==> config.mk <==
export PLATFORM = sky130hd
export DESIGN_NAME = disk_task_file_status_control
export DESIGN_NICKNAME = d
export VERILOG_FILES = /design/src/tf_pkg.sv /design/src/disk_task_file_status_control.sv
export SDC_FILE = /design/constraint.sdc
export NUM_CORES = 1
export LEC_CHECK = 0
export BUFFER_PORTS_ARGS = -buffer_cell sky130_fd_sc_hd__buf_4
export CELL_PAD_IN_SITES_DETAIL_PLACEMENT = 1
export CELL_PAD_IN_SITES_GLOBAL_PLACEMENT = 1
export CORE_ASPECT_RATIO = 0.8
export CORE_MARGIN = 5
export CORE_UTILIZATION = 40
export CTS_BUF_LIST = sky130_fd_sc_hd__clkbuf_16
export DETAILED_ROUTE_END_ITERATION = 16
export PLACE_DENSITY_LB_ADDON = 0.1
export SYNTH_ARGS = -nofsm -noshare
export SYNTH_HDL_FRONTEND = slang
export SYNTH_SLANG_ARGS = --single-unit
export TNS_END_PERCENT = 20
==> constraint.sdc <==
create_clock -name pclk -period 1.9 [get_ports pclk]
set_input_delay 0.38 -clock pclk [delete_from_list [all_inputs] [get_ports pclk]]
set_output_delay 0.38 -clock pclk [all_outputs]
set_load 0.02 [all_outputs]
==> src/tf_pkg.sv <==
`default_nettype none

package tf_pkg;

  // ----------------------------------------------------------------
  // Register map (byte addresses on the APB)
  // ----------------------------------------------------------------
  localparam logic [7:0] OFF_FEATURE    = 8'h04;
  localparam logic [7:0] OFF_SEC_COUNT  = 8'h08;
  localparam logic [7:0] OFF_SEC_NUMBER = 8'h0C;
  localparam logic [7:0] OFF_CYL_LOW    = 8'h10;
  localparam logic [7:0] OFF_CYL_HIGH   = 8'h14;
  localparam logic [7:0] OFF_DRIVE_HEAD = 8'h18;
  localparam logic [7:0] OFF_STATUS     = 8'h1C;
  localparam logic [7:0] OFF_SHADOW     = 8'h38;
  localparam logic [7:0] OFF_ERROR      = 8'h24;
  localparam logic [7:0] OFF_DEV_CTRL   = 8'h3C;
  localparam logic [7:0] OFF_CMD_INFO   = 8'h40;
  localparam logic [7:0] OFF_MODE       = 8'h44;
  localparam logic [7:0] OFF_BACKEND    = 8'h48;
  localparam logic [7:0] OFF_LBA        = 8'h4C;
  localparam logic [7:0] OFF_COUNT      = 8'h50;

  // ----------------------------------------------------------------
  // Field positions
  // ----------------------------------------------------------------
  localparam int ST_BUSY    = 7;
  localparam int ST_READY   = 6;
  localparam int ST_WFAULT  = 5;
  localparam int ST_SEEK    = 4;
  localparam int ST_DREQ    = 3;
  localparam int ST_CORRECTED = 2;
  localparam int ST_INDEX   = 1;
  localparam int ST_ERR     = 0;
  localparam int ER_ABORT   = 2;
  localparam int DC_SOFT_RESET = 2;
  localparam int DC_INT_OFF = 1;
  localparam int DH_LBA     = 6;
  localparam int DH_DRIVE   = 4;

  // Backend event bits (write 1 to pulse, own register)
  localparam int BE_DONE    = 0;
  localparam int BE_ERROR   = 1;
  localparam int BE_CORRECTED = 2;
  localparam int BE_WFAULT  = 3;
  localparam int BE_DREQ_ON = 4;
  localparam int BE_DREQ_OFF = 5;

  // ----------------------------------------------------------------
  // Reset values
  // ----------------------------------------------------------------
  localparam logic [7:0] RST_SEC_COUNT  = 8'h01;
  localparam logic [7:0] RST_SEC_NUMBER = 8'h01;
  localparam logic [7:0] RST_DRIVE_HEAD = 8'hA0;
  localparam logic [7:0] RST_DEV_CTRL   = 8'h08;

  // ----------------------------------------------------------------
  // Command codes
  // ----------------------------------------------------------------
  localparam logic [7:0] CMD_READ_SEC    = 8'h20;
  localparam logic [7:0] CMD_READ_SEC_NR = 8'h21;
  localparam logic [7:0] CMD_WRITE_SEC   = 8'h30;
  localparam logic [7:0] CMD_WRITE_SEC_NR = 8'h31;
  localparam logic [7:0] CMD_WRITE_NOERA = 8'h38;
  localparam logic [7:0] CMD_READ_MULT   = 8'hC4;
  localparam logic [7:0] CMD_WRITE_MULT  = 8'hC5;
  localparam logic [7:0] CMD_WMULT_NOERA = 8'hCD;
  localparam logic [7:0] CMD_SET_FEAT    = 8'hEF;
  localparam logic [3:0] CMD_SEEK_HI     = 4'h7;

  // Configuration index values that enable read-to-negate
  localparam logic [5:0] CFG_IDX_MIN = 6'h01;
  localparam logic [5:0] CFG_IDX_MAX = 6'h03;

  localparam logic [8:0] SEC_COUNT_ZERO = 9'h100;

  // Command class
  typedef enum logic [2:0] {
    CC_NONE   = 3'b000,
    CC_READ   = 3'b001,
    CC_WRITE  = 3'b010,
    CC_SEEK   = 3'b011,
    CC_FEAT   = 3'b100,
    CC_BAD    = 3'b111
  } cmd_class_t;

  // Decoded parameters handed to the back end
  typedef struct packed {
    logic [27:0] lba;
    logic [8:0]  count;
    logic [7:0]  feature;
    logic        drive;
    logic        lba_mode;
  } cmd_param_t;

endpackage : tf_pkg

`default_nettype wire

==> src/disk_task_file_status_control.sv <==
// Added by the designer: the APB slave port and the placing of the registers.
`timescale 1ns/1ps
`default_nettype none

// Function
// RULE1: Status read in level IO mode negates request
// RULE2: Host reads status bytewise, else shadow
// RULE3: Busy set while internal operation executes
// RULE4: Ready and seek-complete gate read/write/seek
// RULE5: Write fault sets status bit five
// RULE6: Seek complete sets status bit four
// RULE7: Data request shown, cleared on new command
// RULE8: Corrected data sets status bit two
// RULE9: Index bit always reads zero
// RULE10: Error bit set on failure, cleared next
// RULE11: Shadow status mirrors, never negates request
// RULE12: Host loads parameters then writes command
// RULE13: Decode sector read/write command codes
// RULE14: Decode multiple-sector command codes
// RULE15: Take only parameters valid per command
// RULE16: Control bits seven to four ignored
// RULE17: Soft reset holds task file until cleared
// RULE18: Interrupt disable bit gates request output
// RULE19: Form 28-bit logical block address
// RULE20: Sector count zero means 256 sectors
// RULE21: Abort flag set on aborted command
// RULE22: Completion raises request; unknown code aborts
module disk_task_file_status_control (
  input  wire  logic        pclk,
  input  wire  logic        presetn,
  input  wire  logic        psel,
  input  wire  logic        penable,
  input  wire  logic        pwrite,
  input  wire  logic [7:0]  paddr,
  input  wire  logic [31:0] pwdata,
  output logic              pready,
  output logic [31:0]       prdata,
  output logic              pslverr,
  output logic              interrupt_request_n,
  output logic              cmd_start,
  output tf_pkg::cmd_class_t cmd_kind,
  output tf_pkg::cmd_param_t cmd_param
);

  // ----------------------------------------------------------------
  // State
  // ----------------------------------------------------------------
  typedef struct packed {
    logic [7:0]          feature;
    logic [7:0]          sec_count;
    logic [7:0]          sec_number;
    logic [7:0]          cyl_low;
    logic [7:0]          cyl_high;
    logic [7:0]          drive_head;
    logic [7:0]          error_r;
    logic                busy;
    logic                ready;
    logic                wfault;
    logic                seek_done;
    logic                dreq;
    logic                corrected;
    logic                err;
    logic                int_off;
    logic                soft_reset;
    logic                pending;
    logic [5:0]          cfg_index;
    logic                level_mode;
    logic                pready;
    logic [31:0]         prdata;
    logic                pslverr;
    logic                irq_n;
    logic                start;
    tf_pkg::cmd_class_t  kind;
    tf_pkg::cmd_param_t  param;
  } state_t;

  state_t s_r;
  state_t s_nxt;

  // ----------------------------------------------------------------
  // Helpers
  // ----------------------------------------------------------------
  // Command class from code; unknown codes end in abort
  function automatic tf_pkg::cmd_class_t classify(input logic [7:0] code);
    tf_pkg::cmd_class_t c;
    c = tf_pkg::CC_BAD;
    case (code)
      tf_pkg::CMD_READ_SEC, tf_pkg::CMD_READ_SEC_NR,
      tf_pkg::CMD_READ_MULT:   c = tf_pkg::CC_READ;       // RULE13 RULE14
      tf_pkg::CMD_WRITE_SEC, tf_pkg::CMD_WRITE_SEC_NR,
      tf_pkg::CMD_WRITE_NOERA, tf_pkg::CMD_WRITE_MULT,
      tf_pkg::CMD_WMULT_NOERA: c = tf_pkg::CC_WRITE;      // RULE13 RULE14
      tf_pkg::CMD_SET_FEAT:    c = tf_pkg::CC_FEAT;
      default:
      begin
        // Any code of the seek row selects a seek
        if (code[7:4] == tf_pkg::CMD_SEEK_HI)
          c = tf_pkg::CC_SEEK;
      end
    endcase
    return c;
  endfunction : classify

  // Status byte shared by primary and shadow reads
  function automatic logic [7:0] status_byte(input state_t s);
    logic [7:0] b;
    b = 8'h00;
    b[tf_pkg::ST_BUSY]   = s.busy;       // RULE3
    b[tf_pkg::ST_READY]  = s.ready;
    b[tf_pkg::ST_WFAULT] = s.wfault;     // RULE5
    b[tf_pkg::ST_SEEK]   = s.seek_done;  // RULE6
    b[tf_pkg::ST_DREQ]   = s.dreq;
    b[tf_pkg::ST_CORRECTED] = s.corrected; // RULE8
    b[tf_pkg::ST_INDEX]  = 1'b0;         // RULE9
    b[tf_pkg::ST_ERR]    = s.err;
    return b;
  endfunction : status_byte

  // ----------------------------------------------------------------
  // Bus phase decode
  // ----------------------------------------------------------------
  // Only the setup cycle acts; the access cycle merely answers
  logic       setup;
  logic       wr;
  logic       rd;
  logic [7:0] wb;
  logic       io_level;

  assign setup    = psel && !penable;
  assign wr       = setup && pwrite;
  assign rd       = setup && !pwrite;
  assign wb       = pwdata[7:0];
  assign io_level = s_r.level_mode && (s_r.cfg_index >= tf_pkg::CFG_IDX_MIN)
                    && (s_r.cfg_index <= tf_pkg::CFG_IDX_MAX);

  // ----------------------------------------------------------------
  // Next state
  // ----------------------------------------------------------------
  // The slave answers in the access cycle: data is latched in setup so
  // that pready and prdata come straight from flip-flops.
  always_comb
  begin
    tf_pkg::cmd_class_t c;
    logic               accept;
    logic [8:0]         cnt;
    s_nxt         = s_r;
    c             = tf_pkg::CC_NONE;
    accept        = 1'b0;
    cnt           = 9'h000;
    s_nxt.start   = 1'b0;
    s_nxt.pready  = setup;
    s_nxt.pslverr = 1'b0;
    // Read data stands in the access cycle only and reads zero otherwise
    s_nxt.prdata  = 32'h0000_0000;

    // Register reads
    if (rd)
    begin
      case (paddr)
        tf_pkg::OFF_SEC_COUNT:  s_nxt.prdata = {24'h000000, s_r.sec_count};
        tf_pkg::OFF_SEC_NUMBER: s_nxt.prdata = {24'h000000, s_r.sec_number};
        tf_pkg::OFF_CYL_LOW:    s_nxt.prdata = {24'h000000, s_r.cyl_low};
        tf_pkg::OFF_CYL_HIGH:   s_nxt.prdata = {24'h000000, s_r.cyl_high};
        tf_pkg::OFF_DRIVE_HEAD: s_nxt.prdata = {24'h000000, s_r.drive_head};
        tf_pkg::OFF_ERROR:      s_nxt.prdata = {24'h000000, s_r.error_r};
        tf_pkg::OFF_STATUS:
        begin
          s_nxt.prdata = {24'h000000, status_byte(s_r)};
          if (io_level)
            s_nxt.pending = 1'b0;                          // RULE1
        end
        tf_pkg::OFF_SHADOW:
          s_nxt.prdata = {24'h000000, status_byte(s_r)};   // RULE11 RULE2
        tf_pkg::OFF_MODE:
          s_nxt.prdata = {24'h000000, s_r.level_mode, 1'b0, s_r.cfg_index};
        tf_pkg::OFF_LBA:        s_nxt.prdata = {4'h0, s_r.param.lba};
        tf_pkg::OFF_COUNT:      s_nxt.prdata = {23'h000000, s_r.param.count};
        tf_pkg::OFF_CMD_INFO:
          s_nxt.prdata = {16'h0000, s_r.param.feature, 5'h00, s_r.kind};
        default:                s_nxt.pslverr = 1'b1;
      endcase
    end

    // Register writes
    if (wr)
    begin
      case (paddr)
        tf_pkg::OFF_FEATURE:    s_nxt.feature    = wb;
        tf_pkg::OFF_SEC_COUNT:  s_nxt.sec_count  = wb;
        tf_pkg::OFF_SEC_NUMBER: s_nxt.sec_number = wb;
        tf_pkg::OFF_CYL_LOW:    s_nxt.cyl_low    = wb;
        tf_pkg::OFF_CYL_HIGH:   s_nxt.cyl_high   = wb;
        tf_pkg::OFF_DRIVE_HEAD: s_nxt.drive_head = wb;
        tf_pkg::OFF_DEV_CTRL:
        begin
          s_nxt.soft_reset = wb[tf_pkg::DC_SOFT_RESET];    // RULE16 RULE17
          s_nxt.int_off    = wb[tf_pkg::DC_INT_OFF];       // RULE18
        end
        tf_pkg::OFF_MODE:
        begin
          s_nxt.cfg_index  = pwdata[5:0];
          s_nxt.level_mode = pwdata[7];
        end
        tf_pkg::OFF_STATUS:
        begin
          // Command write; ignored while busy, cleared flags on entry
          if (!s_r.busy && !s_r.soft_reset)
          begin
            c = classify(wb);
            s_nxt.dreq    = 1'b0;                          // RULE7
            s_nxt.err     = 1'b0;                          // RULE10
            s_nxt.error_r = 8'h00;
            s_nxt.pending = 1'b0;
            // Unknown codes and refused media commands end in abort
            accept = (c != tf_pkg::CC_BAD);
            if ((c == tf_pkg::CC_READ) || (c == tf_pkg::CC_WRITE) ||
                (c == tf_pkg::CC_SEEK))
              accept = s_r.ready && s_r.seek_done;         // RULE4
            if (accept)
            begin
              cnt = (s_r.sec_count == 8'h00) ? tf_pkg::SEC_COUNT_ZERO
                    : {1'b0, s_r.sec_count};               // RULE20
              s_nxt.busy  = 1'b1;                          // RULE3
              s_nxt.start = 1'b1;
              s_nxt.kind  = c;
              s_nxt.param = '0;
              s_nxt.param.drive = s_r.drive_head[tf_pkg::DH_DRIVE];
              // Seek complete drops until this seek is reported done
              if (c == tf_pkg::CC_SEEK)
                s_nxt.seek_done = 1'b0;                    // RULE6
              if (c == tf_pkg::CC_FEAT)
                s_nxt.param.feature = s_r.feature;         // RULE15
              if ((c == tf_pkg::CC_READ) || (c == tf_pkg::CC_WRITE))
                s_nxt.param.count = cnt;                   // RULE15
              if (c != tf_pkg::CC_FEAT)
              begin
                s_nxt.param.lba_mode = s_r.drive_head[tf_pkg::DH_LBA];
                s_nxt.param.lba = {s_r.drive_head[3:0], s_r.cyl_high,
                                   s_r.cyl_low, s_r.sec_number}; // RULE19
              end
            end
            else
            begin
              s_nxt.err = 1'b1;                            // RULE22
              s_nxt.error_r[tf_pkg::ER_ABORT] = 1'b1;      // RULE21
              s_nxt.pending = 1'b1;                        // RULE22
            end
          end
        end
        tf_pkg::OFF_BACKEND:
        begin
          // Back-end events; set wins over any clear in the same write
          if (pwdata[tf_pkg::BE_DREQ_OFF])
            s_nxt.dreq = 1'b0;
          if (pwdata[tf_pkg::BE_DREQ_ON])
            s_nxt.dreq = 1'b1;                             // RULE7
          if (pwdata[tf_pkg::BE_CORRECTED])
            s_nxt.corrected = 1'b1;                        // RULE8
          if (pwdata[tf_pkg::BE_WFAULT])
          begin
            s_nxt.wfault = 1'b1;                           // RULE5
            s_nxt.error_r[tf_pkg::ER_ABORT] = 1'b1;        // RULE21
            s_nxt.err = 1'b1;
          end
          if (pwdata[tf_pkg::BE_DONE] && s_r.busy)
          begin
            s_nxt.busy    = 1'b0;
            s_nxt.pending = 1'b1;                          // RULE22
            if (s_r.kind == tf_pkg::CC_SEEK)
              s_nxt.seek_done = 1'b1;                      // RULE6
            if (pwdata[tf_pkg::BE_ERROR])
              s_nxt.err = 1'b1;                            // RULE10
          end
        end
        default:                s_nxt.pslverr = 1'b1;
      endcase
    end

    // Soft reset holds task file; mode and control bits survive
    if (s_nxt.soft_reset)
    begin
      s_nxt.sec_count  = tf_pkg::RST_SEC_COUNT;            // RULE17
      s_nxt.sec_number = tf_pkg::RST_SEC_NUMBER;
      s_nxt.cyl_low    = 8'h00;
      s_nxt.cyl_high   = 8'h00;
      s_nxt.drive_head = tf_pkg::RST_DRIVE_HEAD;
      s_nxt.feature    = 8'h00;
      s_nxt.error_r    = 8'h00;
      s_nxt.busy       = 1'b1;
      s_nxt.ready      = 1'b0;
      s_nxt.wfault     = 1'b0;
      s_nxt.dreq       = 1'b0;
      s_nxt.corrected  = 1'b0;
      s_nxt.err        = 1'b0;
      s_nxt.pending    = 1'b0;
      s_nxt.kind       = tf_pkg::CC_NONE;
    end
    else if (s_r.soft_reset)
    begin
      // Release: the task file comes back ready with no seek pending
      s_nxt.busy      = 1'b0;
      s_nxt.ready     = 1'b1;
      s_nxt.seek_done = 1'b1;
    end

    // Request pin is low-active and masked by the disable bit
    s_nxt.irq_n = !(s_nxt.pending && !s_nxt.int_off);      // RULE18
  end

  // ----------------------------------------------------------------
  // State register
  // ----------------------------------------------------------------
  always_ff @(posedge pclk or negedge presetn)
  begin
    if (!presetn)
    begin
      // Same task-file defaults that a soft reset restores
      s_r            <= '0;
      s_r.sec_count  <= tf_pkg::RST_SEC_COUNT;
      s_r.sec_number <= tf_pkg::RST_SEC_NUMBER;
      s_r.drive_head <= tf_pkg::RST_DRIVE_HEAD;
      s_r.ready      <= 1'b1;
      s_r.seek_done  <= 1'b1;
      s_r.irq_n      <= 1'b1;
    end
    else
      s_r <= s_nxt;
  end

  // ----------------------------------------------------------------
  // Outputs
  // ----------------------------------------------------------------
  // No logic after the registers, so no pin can glitch
  assign pready              = s_r.pready;
  assign prdata              = s_r.prdata;
  assign pslverr             = s_r.pslverr;
  assign interrupt_request_n = s_r.irq_n;
  assign cmd_start           = s_r.start;
  assign cmd_kind            = s_r.kind;
  assign cmd_param           = s_r.param;

endmodule : disk_task_file_status_control

`default_nettype wire

==> summary.log <==
INFO  worst_setup_path timing.rr.start=s_r[101]
INFO  synthesis      yosysWarningCount=0
INFO  cells_and_area instances_no_fill=1186
INFO  drt            avgRoutedWirePerCell=24.2um
INFO  timing         finalWorstPathRequiredPeriod=1.86ns
INFO  timing         final_layout_worst_hold_slack=0.251ns
INFO  hold_path      worst_hold_path_type=in -> reg
INFO  global_routing largest_net_degree_at_the_start_of_global_routing=53
INFO  cells_and_area insertedDiodeCount=0
INFO  pwr            peakVddDrop=0.000501V
INFO  worst_setup_path reg2reg_to=cmd_param[14]
INFO  clocking       buffer_depth_of_the_longest_clock_path=2
INFO  worst_setup_path worstSetupEndpoint=cmd_param[14]
INFO  timing         finalSetupViolCount=0
INFO  pwr            power_density_of_the_placed_cells=707mW/mm^2
INFO  drt            drt_first_pass_iters=5
INFO  clocking       clk_root_buffer_cell=clkbuf_16
INFO  worst_setup_path critPathLaunchType=input pin
INFO  synthesis      synth_seq_area_share=48.1%
INFO  die            core_area=0.0190mm^2
INFO  die            initial_utilization=40.7%
INFO  synthesis      synth_top_flop_cell=dfrtp_1
INFO  synthesis      synthArstFlopShare=100%
INFO  clocking       clkLatencyLatePin=0.44ns
INFO  synthesis      synthCells=756
INFO  drt            postRouteWirelength=28.7mm
INFO  synthesis      edff_count_synth=0
INFO  drt            ant_nets=0
INFO  die            chip_width=165um
INFO  drt            route.detailed.vias_per_inst=5.63
INFO  worst_setup_path crit_fanout=23
INFO  timing         timing.fmax=538MHz
INFO  timing         final_max_slew_viol_count=0
INFO  timing         finalHoldViolations=0
INFO  run_status     status=completed
INFO  worst_setup_path worst_setup_path_end_kind=flop
INFO  pwr            p_leak=4.67nW
INFO  worst_setup_path slowest_stage=or4b_4
INFO  clocking       clock_tree_from_tritoncts=done
INFO  global_routing grt_pass1_wl=43.5mm
INFO  cells_and_area most_common_cell_after_layout_fill_and_taps_aside=buf_4
INFO  global_routing grt_overflow_total=0
INFO  cells_and_area finish.net_count=960
INFO  clocking       cts_made_buffers=17
INFO  cells_and_area nFillCells=2110
INFO  timing         finClkSkew=0.0197ns
INFO  drt            routed-via-count=6680
INFO  worst_setup_path worst_setup_path_startpoint=paddr[5]
INFO  timing         timing.max_slew.rel_slack=62.6%
INFO  placed_design  port-buffer-count=102
INFO  die            pin_count=131
INFO  worst_setup_path reg2reg_setup_slack=0.13ns
INFO  cells_and_area seqCellArea=0.00371mm^2
INFO  synthesis      syn_area=0.00772mm^2
INFO  worst_setup_path worst_ep_required_time=2.25ns
INFO  worst_setup_path path_cells=buf_4 > or4b_4 > nor2_4 > and3_4 > a21boi_4 > buf_6 > buf_12 > mux2i_2
INFO  synthesis      avgSynthCellArea=10.2um^2
INFO  placed_design  place.detailed.hpwl=21.4mm
INFO  worst_setup_path cp.buffers_inverters=3
INFO  worst_setup_path crit_cells=8
INFO  drt            drcViolationCount=0
INFO  placed_design  finalWeightedCongestion=0.921
INFO  die            fp.dieArea=0.0222mm^2
INFO  synthesis      synth.ff_latch_count=148
INFO  cells_and_area layout_common_cells=buf_4, dfrtp_1, nand2_1
INFO  worst_setup_path critical_path_arrival=2.20ns
INFO  clocking       cts.htree.levels=4
INFO  global_routing track_usage=26.2%
INFO  synthesis      yosysUniqueCellTypes=74
INFO  cells_and_area synthesis_to_layout_area_growth=29.1%
INFO  worst_setup_path cp_top_family=simple AND/OR/NAND/NOR gates
INFO  timing         period_share=97.8%
INFO  placed_design  dpl.cell_count=1147
INFO  timing         worst-slew-pin-transition=0.555ns
INFO  worst_setup_path crit_path_class=in -> reg
INFO  worst_setup_path rr_worst_depth=7
INFO  die            die_h=134um
INFO  global_routing first_global_vias=7157
INFO  clocking       cts.reportedPaths.clkPinSlew=0.07ns
INFO  cells_and_area post_route_cells_drive_above_1_share=37.5%
INFO  global_routing antenna_found_initial=0
INFO  flow_run       max_cap_violations=0
INFO  worst_setup_path crit_path_max_incr_delay=0.56ns
INFO  die            core.rowCount=45
INFO  drt            number_of_drc_violations_after_detailed_routing_iteration_0=538
INFO  clocking       cts_num_sinks=148
INFO  cells_and_area multi_input_area=0.00304mm^2
==> what timing repair did <==
item,CTS,global route
gates cloned,0,2
endpoints found under the setup margin,2,19
resized for setup,2,6
setup buffers,0,4
hold endpoints to repair,16,0
hold buffers,1,0
pin swaps,3,2
==> routing by layer <==
| layer | up-vias | share of wire (%) | track usage (%) | routed length, um |
|---|---|---|---|---|
| met5 | - | 0 | 0 | 0 |
| met1 | 3452 | 46 | 37.7 | 13200 |
| met4 | 0 | 1.8 | 6.92 | 512 |
| met2 | 243 | 46 | 40.3 | 13100 |
| met3 | 39 | 6.6 | 5.62 | 1900 |
| li1 | 2946 | - | - | - |
==> flip-flops by register name, indices dropped and copies added (netlist names) <==
register             flops
cmd_kind                 3
interrupt_request_n      1
pslverr                  1
cmd_start                1
s_r                     66
prdata                  28
cmd_param               47
pready                   1
==> logic make-up (layout without fill, tap and decap cells) <==
kind of cell / after synthesis / in the layout / synth area share, %
flip-flops: 148 / 148 / 48.1
multiplexers: 54 / 54 / 7.18
AO/OA/AOI/OAI: 154 / 154 / 15.6
XOR/XNOR: 1 / 1 / 0.113
other: 1 / 4 / 0.0486
buffers and inverters: 182 / 351 / 13.7
AND/OR/NAND/NOR: 216 / 216 / 15.3
==> power by group <==
part / switching, mW / internal, mW
Sequential: 0.0370 / 3.20
Combinational: 0.349 / 0.235
Clock: 1.43 / 1.80
Total: 1.81 / 5.24
==> layout make-up <==
class	count	area share [%]
inverter	51	1.95
tap	258	3.24
sequential	148	37.2
multi-input combinational	429	30.5
clock inverter	15	1.29
timing repair buffer	268	21.5
clock buffer	17	4.27
==> through the flow <==
stage	setup TNS, ns	worst slack, ns	power (mW)	utilization, %	instance area (um^2)
after floorplan	-10.06	-0.263	3.50	-	7810
after global placement	-32.95	-0.375	3.85	48.9	9290
after detailed placement	-37.29	-0.413	3.86	48.9	9290
after CTS	0	0.0163	7.07	52.0	9860
after global routing	-0.0119	-0.00699	7.27	52.5	9970
final	0	0.0426	7.05	52.5	9970
==> cell usage after synthesis, types with 14 or more instances <==
master | n | share of area (%)
dfrtp_1 | 141 | 46
buf_4 | 86 | 8.4
nand2_1 | 76 | 3.7
inv_1 | 50 | 2.4
mux2i_1 | 43 | 5.6
nor2_1 | 42 | 2.0
a22o_1 | 25 | 2.8
a22oi_1 | 21 | 2.0
clkbuf_1 | 21 | 1.0
a21oi_1 | 18 | 1.2
buf_2 | 18 | 1.2
nor4_1 | 18 | 1.5
a32o_1 | 14 | 1.8
==> worst register-to-register path, stage by stage, from the launching register on <==
cell and delay, ns:
dfstp_2 0.54, nand2_1 0.08, nor2_1 0.16, nor2_1 0.13
a21boi_4 0.18, buf_6 0.13, buf_12 0.19, mux2i_2 0.28
==> worst min-delay path by stage <==
stage,startpoint,to,slack (ns),depth (start not counted)
2_1_floorplan,presetn,cmd_kind[0],0.08,0
3_3_place_gp,presetn,cmd_param[38],0.23,1
3_5_place_dp,presetn,cmd_param[38],0.24,1
4_1_cts,penable,pready,0.23,3
5_1_grt,penable,pready,0.24,3
6_report,penable,pready,0.25,3
Note: power is estimated with default switching activity, not from simulation.
